**src/hdl/gpw_consts.svh**
```systemverilog
// constants for the grouped pwm block: offsets, fields, resets, timing
`ifndef GPW_CONSTS_SVH
`define GPW_CONSTS_SVH
`define GPW_ADDR_CMD 5'h00
`define GPW_ADDR_RATE 5'h04
`define GPW_ADDR_DUTY 5'h08
`define GPW_ADDR_STATUS 5'h0C
`define GPW_ADDR_QUERY 5'h10
`define GPW_ADDR_RESP 5'h14
`define GPW_ADDR_PINS 5'h18
`define GPW_ADDR_DISLVL 5'h1C
`define GPW_CMD_LINE_LSB 0
`define GPW_CMD_OP_LSB 4
`define GPW_NLINES 7
`define GPW_NGRP 3
`define GPW_NIO 5
`define GPW_DUTY_W 20
`define GPW_RATE_W 15
`define GPW_DIV_W 27
`define GPW_RATE_MIN 15'h0064
`define GPW_RATE_MAX 15'h7530
`define GPW_TB_HZ 27'h44AA200
`define GPW_TB_MHZ 7'h48
`define GPW_MCLK_MHZ 7'h28
`define GPW_STEP_BASE (`GPW_TB_MHZ / `GPW_MCLK_MHZ)
`define GPW_STEP_FRAC (`GPW_TB_MHZ % `GPW_MCLK_MHZ)
`define GPW_DIV_LAST 5'h1A
`define GPW_GRP0_MASK 7'h07
`define GPW_GRP1_MASK 7'h38
`define GPW_GRP2_MASK 7'h40
`define GPW_CR 8'h0D
`define GPW_BOARD_PREFIX 8'h70
`define GPW_BOARD_ADDR 8'h30
`define GPW_DISLVL_RST 2'h0
`endif

```
**src/hdl/gpw_pkg.sv**
```systemverilog
// types shared by the grouped pwm block
`default_nettype none
`include "gpw_consts.svh"
package gpw_pkg;
   typedef logic [`GPW_DUTY_W-1:0] gpw_duty_t;
   typedef logic [`GPW_RATE_W-1:0] gpw_rate_t;
   typedef enum logic [1:0] {OP_CONVERT, OP_REVERT, OP_DUTY, OP_QUERY} gpw_op_e;
   typedef enum logic {DIV_IDLE, DIV_RUN} gpw_div_e;
endpackage
`default_nettype wire

```
**src/hdl/gpw_grp_if.sv**
```systemverilog
// link between the command logic and one channel group counter
`timescale 1ns/1ps
`default_nettype none
interface gpw_grp_if;
   import gpw_pkg::*;
   logic start;
   gpw_rate_t rate;
   logic busy;
   logic ready;
   gpw_duty_t period;
   gpw_duty_t count;
   modport ctl(output start, output rate, input busy, input ready, input period, input count);
   modport grp(input start, input rate, output busy, output ready, output period, output count);
endinterface
`default_nettype wire

```
**src/hdl/gpw_group_counter.sv**
```systemverilog
// one channel group: period divider and timebase counter
`timescale 1ns/1ps
`default_nettype none
`include "gpw_consts.svh"
module gpw_group_counter
   import gpw_pkg::*;
(
   // clock and control
   input wire logic mclk,
   input wire logic reset,
   input wire logic ce,
   // group link
   gpw_grp_if.grp grp
);
   gpw_div_e divState;
   logic [`GPW_DIV_W-1:0] rem;
   logic [`GPW_DIV_W-1:0] dvd;
   logic [`GPW_DIV_W-1:0] quo;
   logic [4:0] bitCnt;
   logic [6:0] frac;
   logic [`GPW_DIV_W-1:0] remShift;
   logic remGe;
   logic [6:0] next_frac;
   logic [1:0] step;
   logic [`GPW_DUTY_W:0] cntSum;
   gpw_duty_t next_count;

   assign grp.busy = (divState == DIV_RUN);

   // restoring division of the timebase by the rate
   always_comb begin
      remShift = {rem[`GPW_DIV_W-2:0], dvd[`GPW_DIV_W-1]};
      remGe = remShift >= {12'h000, grp.rate};
   end

   always_ff @(posedge mclk) begin
      if (reset) begin
         divState <= DIV_IDLE;
         rem <= '0;
         dvd <= '0;
         quo <= '0;
         bitCnt <= 5'h00;
         grp.period <= '0;
         grp.ready <= 1'b0;
      end else if (ce) begin
         unique case (divState)
            DIV_IDLE: begin
               if (grp.start) begin
                  dvd <= `GPW_TB_HZ;
                  rem <= '0;
                  quo <= '0;
                  bitCnt <= `GPW_DIV_LAST;
                  grp.ready <= 1'b0;
                  divState <= DIV_RUN;
               end
            end
            DIV_RUN: begin
               rem <= remGe ? remShift - {12'h000, grp.rate} : remShift;
               dvd <= {dvd[`GPW_DIV_W-2:0], 1'b0};
               quo <= {quo[`GPW_DIV_W-2:0], remGe};
               if (bitCnt == 5'h00) begin
                  grp.period <= {quo[`GPW_DUTY_W-2:0], remGe};
                  grp.ready <= 1'b1;
                  divState <= DIV_IDLE;
               end else begin
                  bitCnt <= bitCnt - 5'h01;
               end
            end
         endcase
      end
   end

   // 72 MHz ticks spread over 40 MHz cycles
   always_comb begin
      next_frac = frac + 7'(`GPW_STEP_FRAC);
      step = 2'(`GPW_STEP_BASE);
      if (next_frac >= `GPW_MCLK_MHZ) begin
         next_frac = next_frac - `GPW_MCLK_MHZ;
         step = step + 2'h1;
      end
      cntSum = {1'b0, grp.count} + {19'h00000, step};
      if (cntSum >= {1'b0, grp.period}) begin
         cntSum = cntSum - {1'b0, grp.period};
      end
      next_count = cntSum[`GPW_DUTY_W-1:0];
   end

   always_ff @(posedge mclk) begin
      if (reset) begin
         grp.count <= '0;
         frac <= 7'h00;
      end else if (ce) begin
         if (!grp.ready) begin
            grp.count <= '0;
            frac <= 7'h00;
         end else begin
            grp.count <= next_count;
            frac <= next_frac;
         end
      end
   end
endmodule
`default_nettype wire

```
**src/hdl/gpw_pwm_top.sv**
```systemverilog
// grouped pwm output control: command registers, groups and pin drive
//
// Implementation choices: the Avalon-MM slave port and the register addresses.
`timescale 1ns/1ps
`default_nettype none
`include "gpw_consts.svh"
module gpw_pwm_top
   import gpw_pkg::*;
(
   // clock and control
   input wire logic mclk,
   input wire logic reset,
   input wire logic ce,
   // avalon-mm slave
   input wire logic [4:0] avs_address,
   input wire logic avs_read,
   input wire logic avs_write,
   input wire logic [31:0] avs_writedata,
   input wire logic [3:0] avs_byteenable,
   output logic [31:0] avs_readdata,
   output logic avs_waitrequest,
   // open-collector outputs
   output logic [1:0] ocDrive,
   // user and spare lines
   input wire logic [`GPW_NIO-1:0] ioIn,
   output logic [`GPW_NIO-1:0] ioOut,
   output logic [`GPW_NIO-1:0] ioOe_n
);
   gpw_rate_t rateArg;
   gpw_duty_t dutyArg;
   logic [1:0] disLvl;
   logic [`GPW_NLINES-1:0] lineEn;
   gpw_duty_t duty [`GPW_NLINES];
   logic [`GPW_NGRP-1:0] grpLock;
   logic [`GPW_NGRP-1:0] startPulse;
   gpw_rate_t grpRate [`GPW_NGRP];
   gpw_rate_t queryRate;
   logic queryValid;
   logic [`GPW_NGRP-1:0] grpBusy;
   logic [`GPW_NGRP-1:0] grpReady;
   gpw_duty_t grpPeriod [`GPW_NGRP];
   gpw_duty_t grpCount [`GPW_NGRP];
   logic [`GPW_NLINES-1:0] act;
   logic [31:0] rdMux;
   logic stall;
   logic wrTake;
   logic cmdTake;
   logic [2:0] cmdLine;
   gpw_op_e cmdOp;
   logic lineValid;
   logic [1:0] cmdGrp;
   logic [`GPW_NGRP-1:0] cmdGrpHot;
   logic [`GPW_NLINES-1:0] cmdLineHot;
   logic rateOk;
   logic dutyFits;
   logic lastInGrp;
   gpw_rate_t cmdGrpRate;
   logic convTake;
   logic dutyTake;
   logic revTake;
   logic queryTake;

   function automatic logic [1:0] grpOf(input logic [2:0] line);
      if (line < 3'h3) begin
         return 2'h0;
      end else if (line < 3'h6) begin
         return 2'h1;
      end
      return 2'h2;
   endfunction

   function automatic logic [`GPW_NLINES-1:0] grpMask(input logic [1:0] g);
      unique case (g)
         2'h0: return `GPW_GRP0_MASK;
         2'h1: return `GPW_GRP1_MASK;
         default: return `GPW_GRP2_MASK;
      endcase
   endfunction

   function automatic logic [31:0] merge32(input logic [31:0] old, input logic [31:0] wd,
                                           input logic [3:0] be);
      logic [31:0] res;
      res = old;
      for (int b = 0; b < 4; b++) begin
         if (be[b]) begin
            res[8*b +: 8] = wd[8*b +: 8];
         end
      end
      return res;
   endfunction

   // group counters
   gpw_grp_if grpBus [`GPW_NGRP] ();
   for (genvar g = 0; g < `GPW_NGRP; g++) begin : grp_gen
      assign grpBus[g].start = startPulse[g];
      assign grpBus[g].rate = grpRate[g];
      assign grpBusy[g] = grpBus[g].busy;
      assign grpReady[g] = grpBus[g].ready;
      assign grpPeriod[g] = grpBus[g].period;
      assign grpCount[g] = grpBus[g].count;
      gpw_group_counter u_cnt (
         .mclk(mclk),
         .reset(reset),
         .ce(ce),
         .grp(grpBus[g])
      );
   end

   // command decode
   always_comb begin
      stall = avs_write && (avs_address == `GPW_ADDR_CMD) && (|grpBusy || |startPulse);
      wrTake = avs_write && !avs_waitrequest;
      cmdTake = wrTake && (avs_address == `GPW_ADDR_CMD) && avs_byteenable[0];
      cmdLine = avs_writedata[`GPW_CMD_LINE_LSB +: 3];
      cmdOp = gpw_op_e'(avs_writedata[`GPW_CMD_OP_LSB +: 2]);
      lineValid = cmdLine < 3'(`GPW_NLINES);
      cmdGrp = grpOf(cmdLine);
      cmdGrpHot = 3'h1 << cmdGrp;
      cmdLineHot = 7'h01 << cmdLine;
      rateOk = (rateArg >= `GPW_RATE_MIN) && (rateArg <= `GPW_RATE_MAX);
      dutyFits = dutyArg < grpPeriod[cmdGrp];
      lastInGrp = ((lineEn & grpMask(cmdGrp)) & ~cmdLineHot) == 7'h00;
      cmdGrpRate = grpRate[cmdGrp];
      convTake = cmdTake && lineValid && (cmdOp == OP_CONVERT);
      dutyTake = cmdTake && lineValid && (cmdOp == OP_DUTY);
      revTake = cmdTake && lineValid && (cmdOp == OP_REVERT);
      queryTake = cmdTake && lineValid && (cmdOp == OP_QUERY);
   end

   // line state, group locks and rates
   always_ff @(posedge mclk) begin
      if (reset) begin
         lineEn <= 7'h00;
         grpLock <= 3'h0;
         startPulse <= 3'h0;
         queryRate <= '0;
         queryValid <= 1'b0;
         for (int i = 0; i < `GPW_NLINES; i++) begin
            duty[i] <= '0;
         end
         for (int g = 0; g < `GPW_NGRP; g++) begin
            grpRate[g] <= '0;
         end
      end else if (ce) begin
         startPulse <= 3'h0;
         if (convTake) begin
            if (grpLock[cmdGrp]) begin
               if (dutyFits) begin
                  lineEn[cmdLine] <= 1'b1; // rate ignored while locked
                  duty[cmdLine] <= dutyArg;
               end
            end else if (rateOk) begin
               grpLock[cmdGrp] <= 1'b1;
               grpRate[cmdGrp] <= rateArg;
               startPulse[cmdGrp] <= 1'b1;
               lineEn[cmdLine] <= 1'b1;
               duty[cmdLine] <= dutyArg;
            end
         end
         if (dutyTake && lineEn[cmdLine] && dutyFits) begin
            duty[cmdLine] <= dutyArg;
         end
         if (revTake) begin
            lineEn[cmdLine] <= 1'b0;
            if (lastInGrp) begin
               grpLock[cmdGrp] <= 1'b0;
            end
         end
         if (queryTake) begin
            queryRate <= cmdGrpRate;
            queryValid <= 1'b1;
         end
      end
   end

   // argument and level registers
   always_ff @(posedge mclk) begin
      if (reset) begin
         rateArg <= '0;
         dutyArg <= '0;
         disLvl <= `GPW_DISLVL_RST;
      end else if (ce && wrTake) begin
         unique case (avs_address)
            `GPW_ADDR_RATE: begin
               rateArg <= 15'(merge32({17'h0, rateArg}, avs_writedata, avs_byteenable));
            end
            `GPW_ADDR_DUTY: begin
               dutyArg <= 20'(merge32({12'h0, dutyArg}, avs_writedata, avs_byteenable));
            end
            `GPW_ADDR_DISLVL: begin
               disLvl <= 2'(merge32({30'h0, disLvl}, avs_writedata, avs_byteenable));
            end
            default: begin
            end
         endcase
      end
   end

   // pwm compare per line
   always_comb begin
      for (int i = 0; i < `GPW_NLINES; i++) begin
         act[i] = lineEn[i] && grpReady[grpOf(3'(i))]
                  && (grpCount[grpOf(3'(i))] < duty[i]);
      end
   end

   always_ff @(posedge mclk) begin
      if (reset) begin
         ocDrive <= `GPW_DISLVL_RST;
         ioOut <= 5'h00;
         ioOe_n <= 5'h1F;
      end else if (ce) begin
         for (int i = 0; i < 2; i++) begin
            ocDrive[i] <= lineEn[i] ? act[i] : disLvl[i];
         end
         ioOut <= act[6:2];
         ioOe_n <= ~lineEn[6:2];
      end
   end

   // read mux
   always_comb begin
      unique case (avs_address)
         `GPW_ADDR_RATE: rdMux = {17'h0, rateArg};
         `GPW_ADDR_DUTY: rdMux = {12'h0, dutyArg};
         `GPW_ADDR_STATUS: rdMux = {17'h0, grpBusy, 1'b0, grpLock, 1'b0, lineEn};
         `GPW_ADDR_QUERY: rdMux = {15'h0, queryValid, 1'b0, queryRate};
         `GPW_ADDR_RESP: rdMux = {8'h0, `GPW_BOARD_PREFIX, `GPW_BOARD_ADDR, `GPW_CR};
         `GPW_ADDR_PINS: rdMux = {11'h0, ioIn, 3'h0, ioOe_n, 1'b0, ioOut, ocDrive};
         `GPW_ADDR_DISLVL: rdMux = {30'h0, disLvl};
         default: rdMux = 32'h00000000;
      endcase
   end

   // bus handshake: one wait cycle, longer for command writes while a divider runs or starts
   always_ff @(posedge mclk) begin
      if (reset) begin
         avs_waitrequest <= 1'b1;
         avs_readdata <= 32'h00000000;
      end else if (ce) begin
         avs_waitrequest <= !((avs_read || avs_write) && avs_waitrequest && !stall);
         if (avs_read && avs_waitrequest) begin
            avs_readdata <= rdMux;
         end
      end
   end
endmodule
`default_nettype wire

```
**config.mk**
```make
export PLATFORM = sky130hd
export DESIGN_NAME = gpw_pwm_top
export DESIGN_NICKNAME = d
export VERILOG_FILES = /design/src/hdl/gpw_pkg.sv /design/src/hdl/gpw_grp_if.sv /design/src/hdl/gpw_group_counter.sv /design/src/hdl/gpw_pwm_top.sv
export VERILOG_INCLUDE_DIRS = /design/src /design/src/hdl
export SDC_FILE = /design/constraint.sdc
export NUM_CORES = 2
export LEC_CHECK = 0
export ABC_AREA = 1
export ABC_CLOCK_PERIOD_IN_PS = 5680
export BUFFER_PORTS_ARGS = -buffer_cell sky130_fd_sc_hd__buf_2
export CAP_MARGIN = 5
export CORE_MARGIN = 2
export CORE_UTILIZATION = 40
export DETAILED_ROUTE_END_ITERATION = 10
export PLACE_DENSITY = 0.55
export SLEW_MARGIN = 25
export SYNTH_ARGS = -nofsm -noshare
export SYNTH_HDL_FRONTEND = slang
export SYNTH_HIERARCHICAL = 1
export SYNTH_SLANG_ARGS = --single-unit
```
**constraint.sdc**
```tcl
create_clock -name mclk -period 5.68 [get_ports mclk]
set_input_delay 1.136 -clock mclk [delete_from_list [all_inputs] [get_ports mclk]]
set_output_delay 1.136 -clock mclk [all_outputs]
set_load 0.005 [all_outputs]
```
==> impl_metrics.tcl <==
set metrics [dict create \
    worstHoldStart "grp_gen[1].u_cnt/dvd[20]$_SDFFE_PP0P_" \
    placedCellCount 6940 \
    synth.ff_latch_count 628 \
    worst_pin_slew_ns 1.00 \
    finalWorstSetupSlack_ns 0.637 \
    start_kind "flip-flop" \
    cts_resized 0 \
    post-route-min-period_ns 5.04 \
    clkSinkCount 628 \
    drtPass1Iterations 5 \
    holdWs_ns 0.459 \
    numPortBuffers 73 \
    endpoint "grp_gen[1].u_cnt/grp.count[15]$_SDFFE_PP0P_" \
    final_nets 6056 \
    slew_violations 0 \
    antenna_found_initial 8 \
    timing.rr.start "grp_gen[1].u_cnt/frac[5]$_SDFFE_PP0P_" \
    grt_overflow 0 \
    postRouteAntennaNets 0 \
    post-place-ws_ns 0.739 \
    finalSetupViolCount 0 \
    power_uw 10600 \
    hold_viol 0 \
    rsz0062_at_grt "no" \
    yosys_warnings 6 \
    place_hpwl_um 99400 \
    path_max_fanout 20 \
    fin_cells 7082 \
    combinationalPowerShare_pct 5.5 \
    syn_area_mm2 0.0404 \
    drt_iter0_drc 3415 \
    period_share_pct 88.8 \
    drc_errors 0 \
    swShare_pct 23.8 \
    drive_gt1_share_pct 8.86 \
    cts_root_buf "clkbuf_16" \
    cts_buffers 77 \
    post-cts-setup-buffers 0 \
    min_path_type "reg -> reg" \
    max_freq_ghz 0.198 \
    worst_ep_arrival_time_ns 5.60 \
    fp.coreArea_mm2 0.100 \
    synth_top_area_share_pct 22.9 \
    rows 116 \
    ios 96 \
    synthFlopType "dfxtp_1" \
    ys_seq_area_share_pct 35.2 \
    grt_pass1_vias 34300 \
    power.leakage_uw 0.0197 \
    switchingPower_uw 2530 \
    maxCapViolCount 0 \
    yosysTopAreaCell "dfxtp_1" \
    cts_hold_buf 0 \
    tritoncts "yes" \
    async_reset_ff_share_pct 0 \
    tns_ns 0 \
    path_clk_slew_ns 0.06 \
    slew-limit-headroom_pct 32.9 \
    pwr_density_cell_mw_per_mm2 238 \
    startpoint "grp_gen[1].u_cnt/frac[5]$_SDFFE_PP0P_" \
    grt_max_degree 79 \
    clock_latency_ns 0.67 \
    synth-edff-count 165 \
    die_area_mm2 0.104 \
    clockPowerShare_pct 50.6 \
    p_seq_share_pct 43.8 \
    grt_use_total_pct 25.0 \
    worstReg2RegEnd "grp_gen[1].u_cnt/grp.count[15]$_SDFFE_PP0P_" \
    routedWlPerCell_um 18.6 \
    worstSetupEndpointType "flip-flop" \
    syn_inst 5721 \
    most-common-layout-cells "nand2_1, inv_1, a21oi_1" \
    fp.dieH_um 322 \
    worstPathRequired_ns 6.23 \
    ys_top_cells_by_area "dfxtp_1, nand2_1, edfxtp_1" \
    syn2layout_area_growth_pct 10.2 \
    vias_per_cell 5.25 \
    htreeDepth 3 \
    intPower_uw 8090 \
    fillCellCount 10400 \
    r2r_slack_ns 0.64 \
    reg2regPathDepth 25 \
    vdd_drop_max_mv 0.200 \
    finClkSkew_ns 0.0427 \
    die_width_um 322 \
    gp_congestion 0.934 \
    grt_pass1_wl_um 202000 \
    criticalPathCategory "reg -> reg" \
    status "finished, final reports clean" \
    synth_cell_types 64 \
    syn_avg_cell_area_um2 7.06 \
    initial_core_util_pct 40.3 \
    layout_commonest_cell "nand2_1" \
    wl_um 132000 \
    via_count 37200 \
    cts_buffer_depth 3 \
]
[per-stage QoR]
stage          util (%)  area (µm²)
3_3_place_gp       41.7       41800
6_report           44.5       44500
4_1_cts            44.5       44500
2_1_floorplan         -       40400
5_1_grt            44.5       44500
3_5_place_dp       41.7       41800
[routing by layer]
layer / GRT usage, % / share of wire, % / vias to the layer above
li1: - / - / 18600
met1: 34.2 / 46 / 17400
met2: 40.0 / 45 / 943
met3: 3.58 / 5.7 / 228
met4: 9.25 / 3.8 / 6
met5: 0 / 0.035 / -
[worst max-delay path, stage by stage, from the launching register on]
cell     delay (ns)
dfxtp_1        0.35
inv_1          0.08
ha_1           0.32
a21oi_1        0.18
o31ai_1        0.18
inv_1          0.25
ha_1           0.26
inv_1          0.09
fa_1           0.45
inv_1          0.22
nand2_4        0.11
nor2_8         0.14
xor2_1         0.27
inv_1          0.08
ha_1           0.33
nand2_1        0.19
inv_2          0.04
nand2_1        0.06
nand2_1        0.06
a21oi_1        0.12
nand2_1        0.12
nand2_1        0.14
nand3_2        0.45
nand2_1        0.23
nand3_2        0.11
a21oi_2        0.14
[cell families (layout without fill, tap and decap cells)]
| family | Yosys count | in the layout | share of synthesized area [%] |
|---|---|---|---|
| other | 1 | 11 | 0.00928 |
| flip-flops | 628 | 628 | 35.2 |
| XOR/XNOR | 92 | 92 | 1.99 |
| adder cells (fa/ha/maj) | 284 | 284 | 8.96 |
| AO/OA/AOI/OAI | 981 | 981 | 13.9 |
| AND/OR/NAND/NOR | 2703 | 2703 | 29.6 |
| buffers and inverters | 1032 | 1085 | 10.3 |
[registers in the layout (all words and copies together) (netlist names), 20 cells and up]
signal and count:
grp_gen.u_cnt/dvd 54, grp_gen.u_cnt/grp.count 60, grpRate 45, grp_gen.u_cnt/rem 78, grp_gen.u_cnt/grp.period 60, grp_gen.u_cnt/quo 57
dutyArg 20, avs_readdata 22, duty 140
[Yosys cell counts (all sizes together), types with 4 or more instances]
master	count
xnor2	54
clkbuf	118
o22ai	8
inv	818
and2	4
o211ai	11
nor3	49
a21oi	567
a21boi	8
o21a	7
fa	9
ha	275
nor2	540
a21o	5
o221ai	28
o2111ai	4
o311ai	7
nand2	1536
xor2	38
edfxtp	165
nand3	371
buf	90
clkinv	6
nand3b	75
o21bai	13
o21ai	249
dfxtp	463
nand4	94
or2	30
o221a	15
a31oi	18
a211oi	29
o31ai	5
[how the worst min path moves through the flow]
stage,end,depth (start not counted)
floorplan,queryRate[12]$_SDFFE_PP0P_,2
global placement,grp_gen[0].u_cnt/quo[18]$_SDFFE_PP0P_,2
detailed placement,queryRate[12]$_SDFFE_PP0P_,2
CTS,grp_gen[1].u_cnt/quo[18]$_SDFFE_PP0P_,2
global route,avs_readdata[19]$_SDFFE_PP0P_,2
finish,grp_gen[1].u_cnt/dvd[21]$_SDFFE_PP0P_,2
[power groups by stage]
stage | clock [µW] | combinational, µW | sequential (µW)
after detailed placement | 0 | 583 | 4750
after floorplan | 0 | 400 | 4740
after global routing | 5640 | 650 | 4650
after global placement | 0 | 579 | 4750
after CTS | 5470 | 585 | 4650
final | 5370 | 588 | 4650
[final cells by class]
type | count | area [µm²] | share of cell area, %
flip-flops and latches | 628 | 14200 | 31.9
repair buffers | 121 | 736 | 1.65
inverters | 824 | 3100 | 6.96
multi-input cells | 4069 | 22100 | 49.6
clock buffers | 105 | 2260 | 5.08
well taps | 1298 | 1620 | 3.65
diodes | 2 | 5.00 | 0.0112
clock inverters | 35 | 495 | 1.11
No activity file was read; power rests on OpenSTA's default activity.
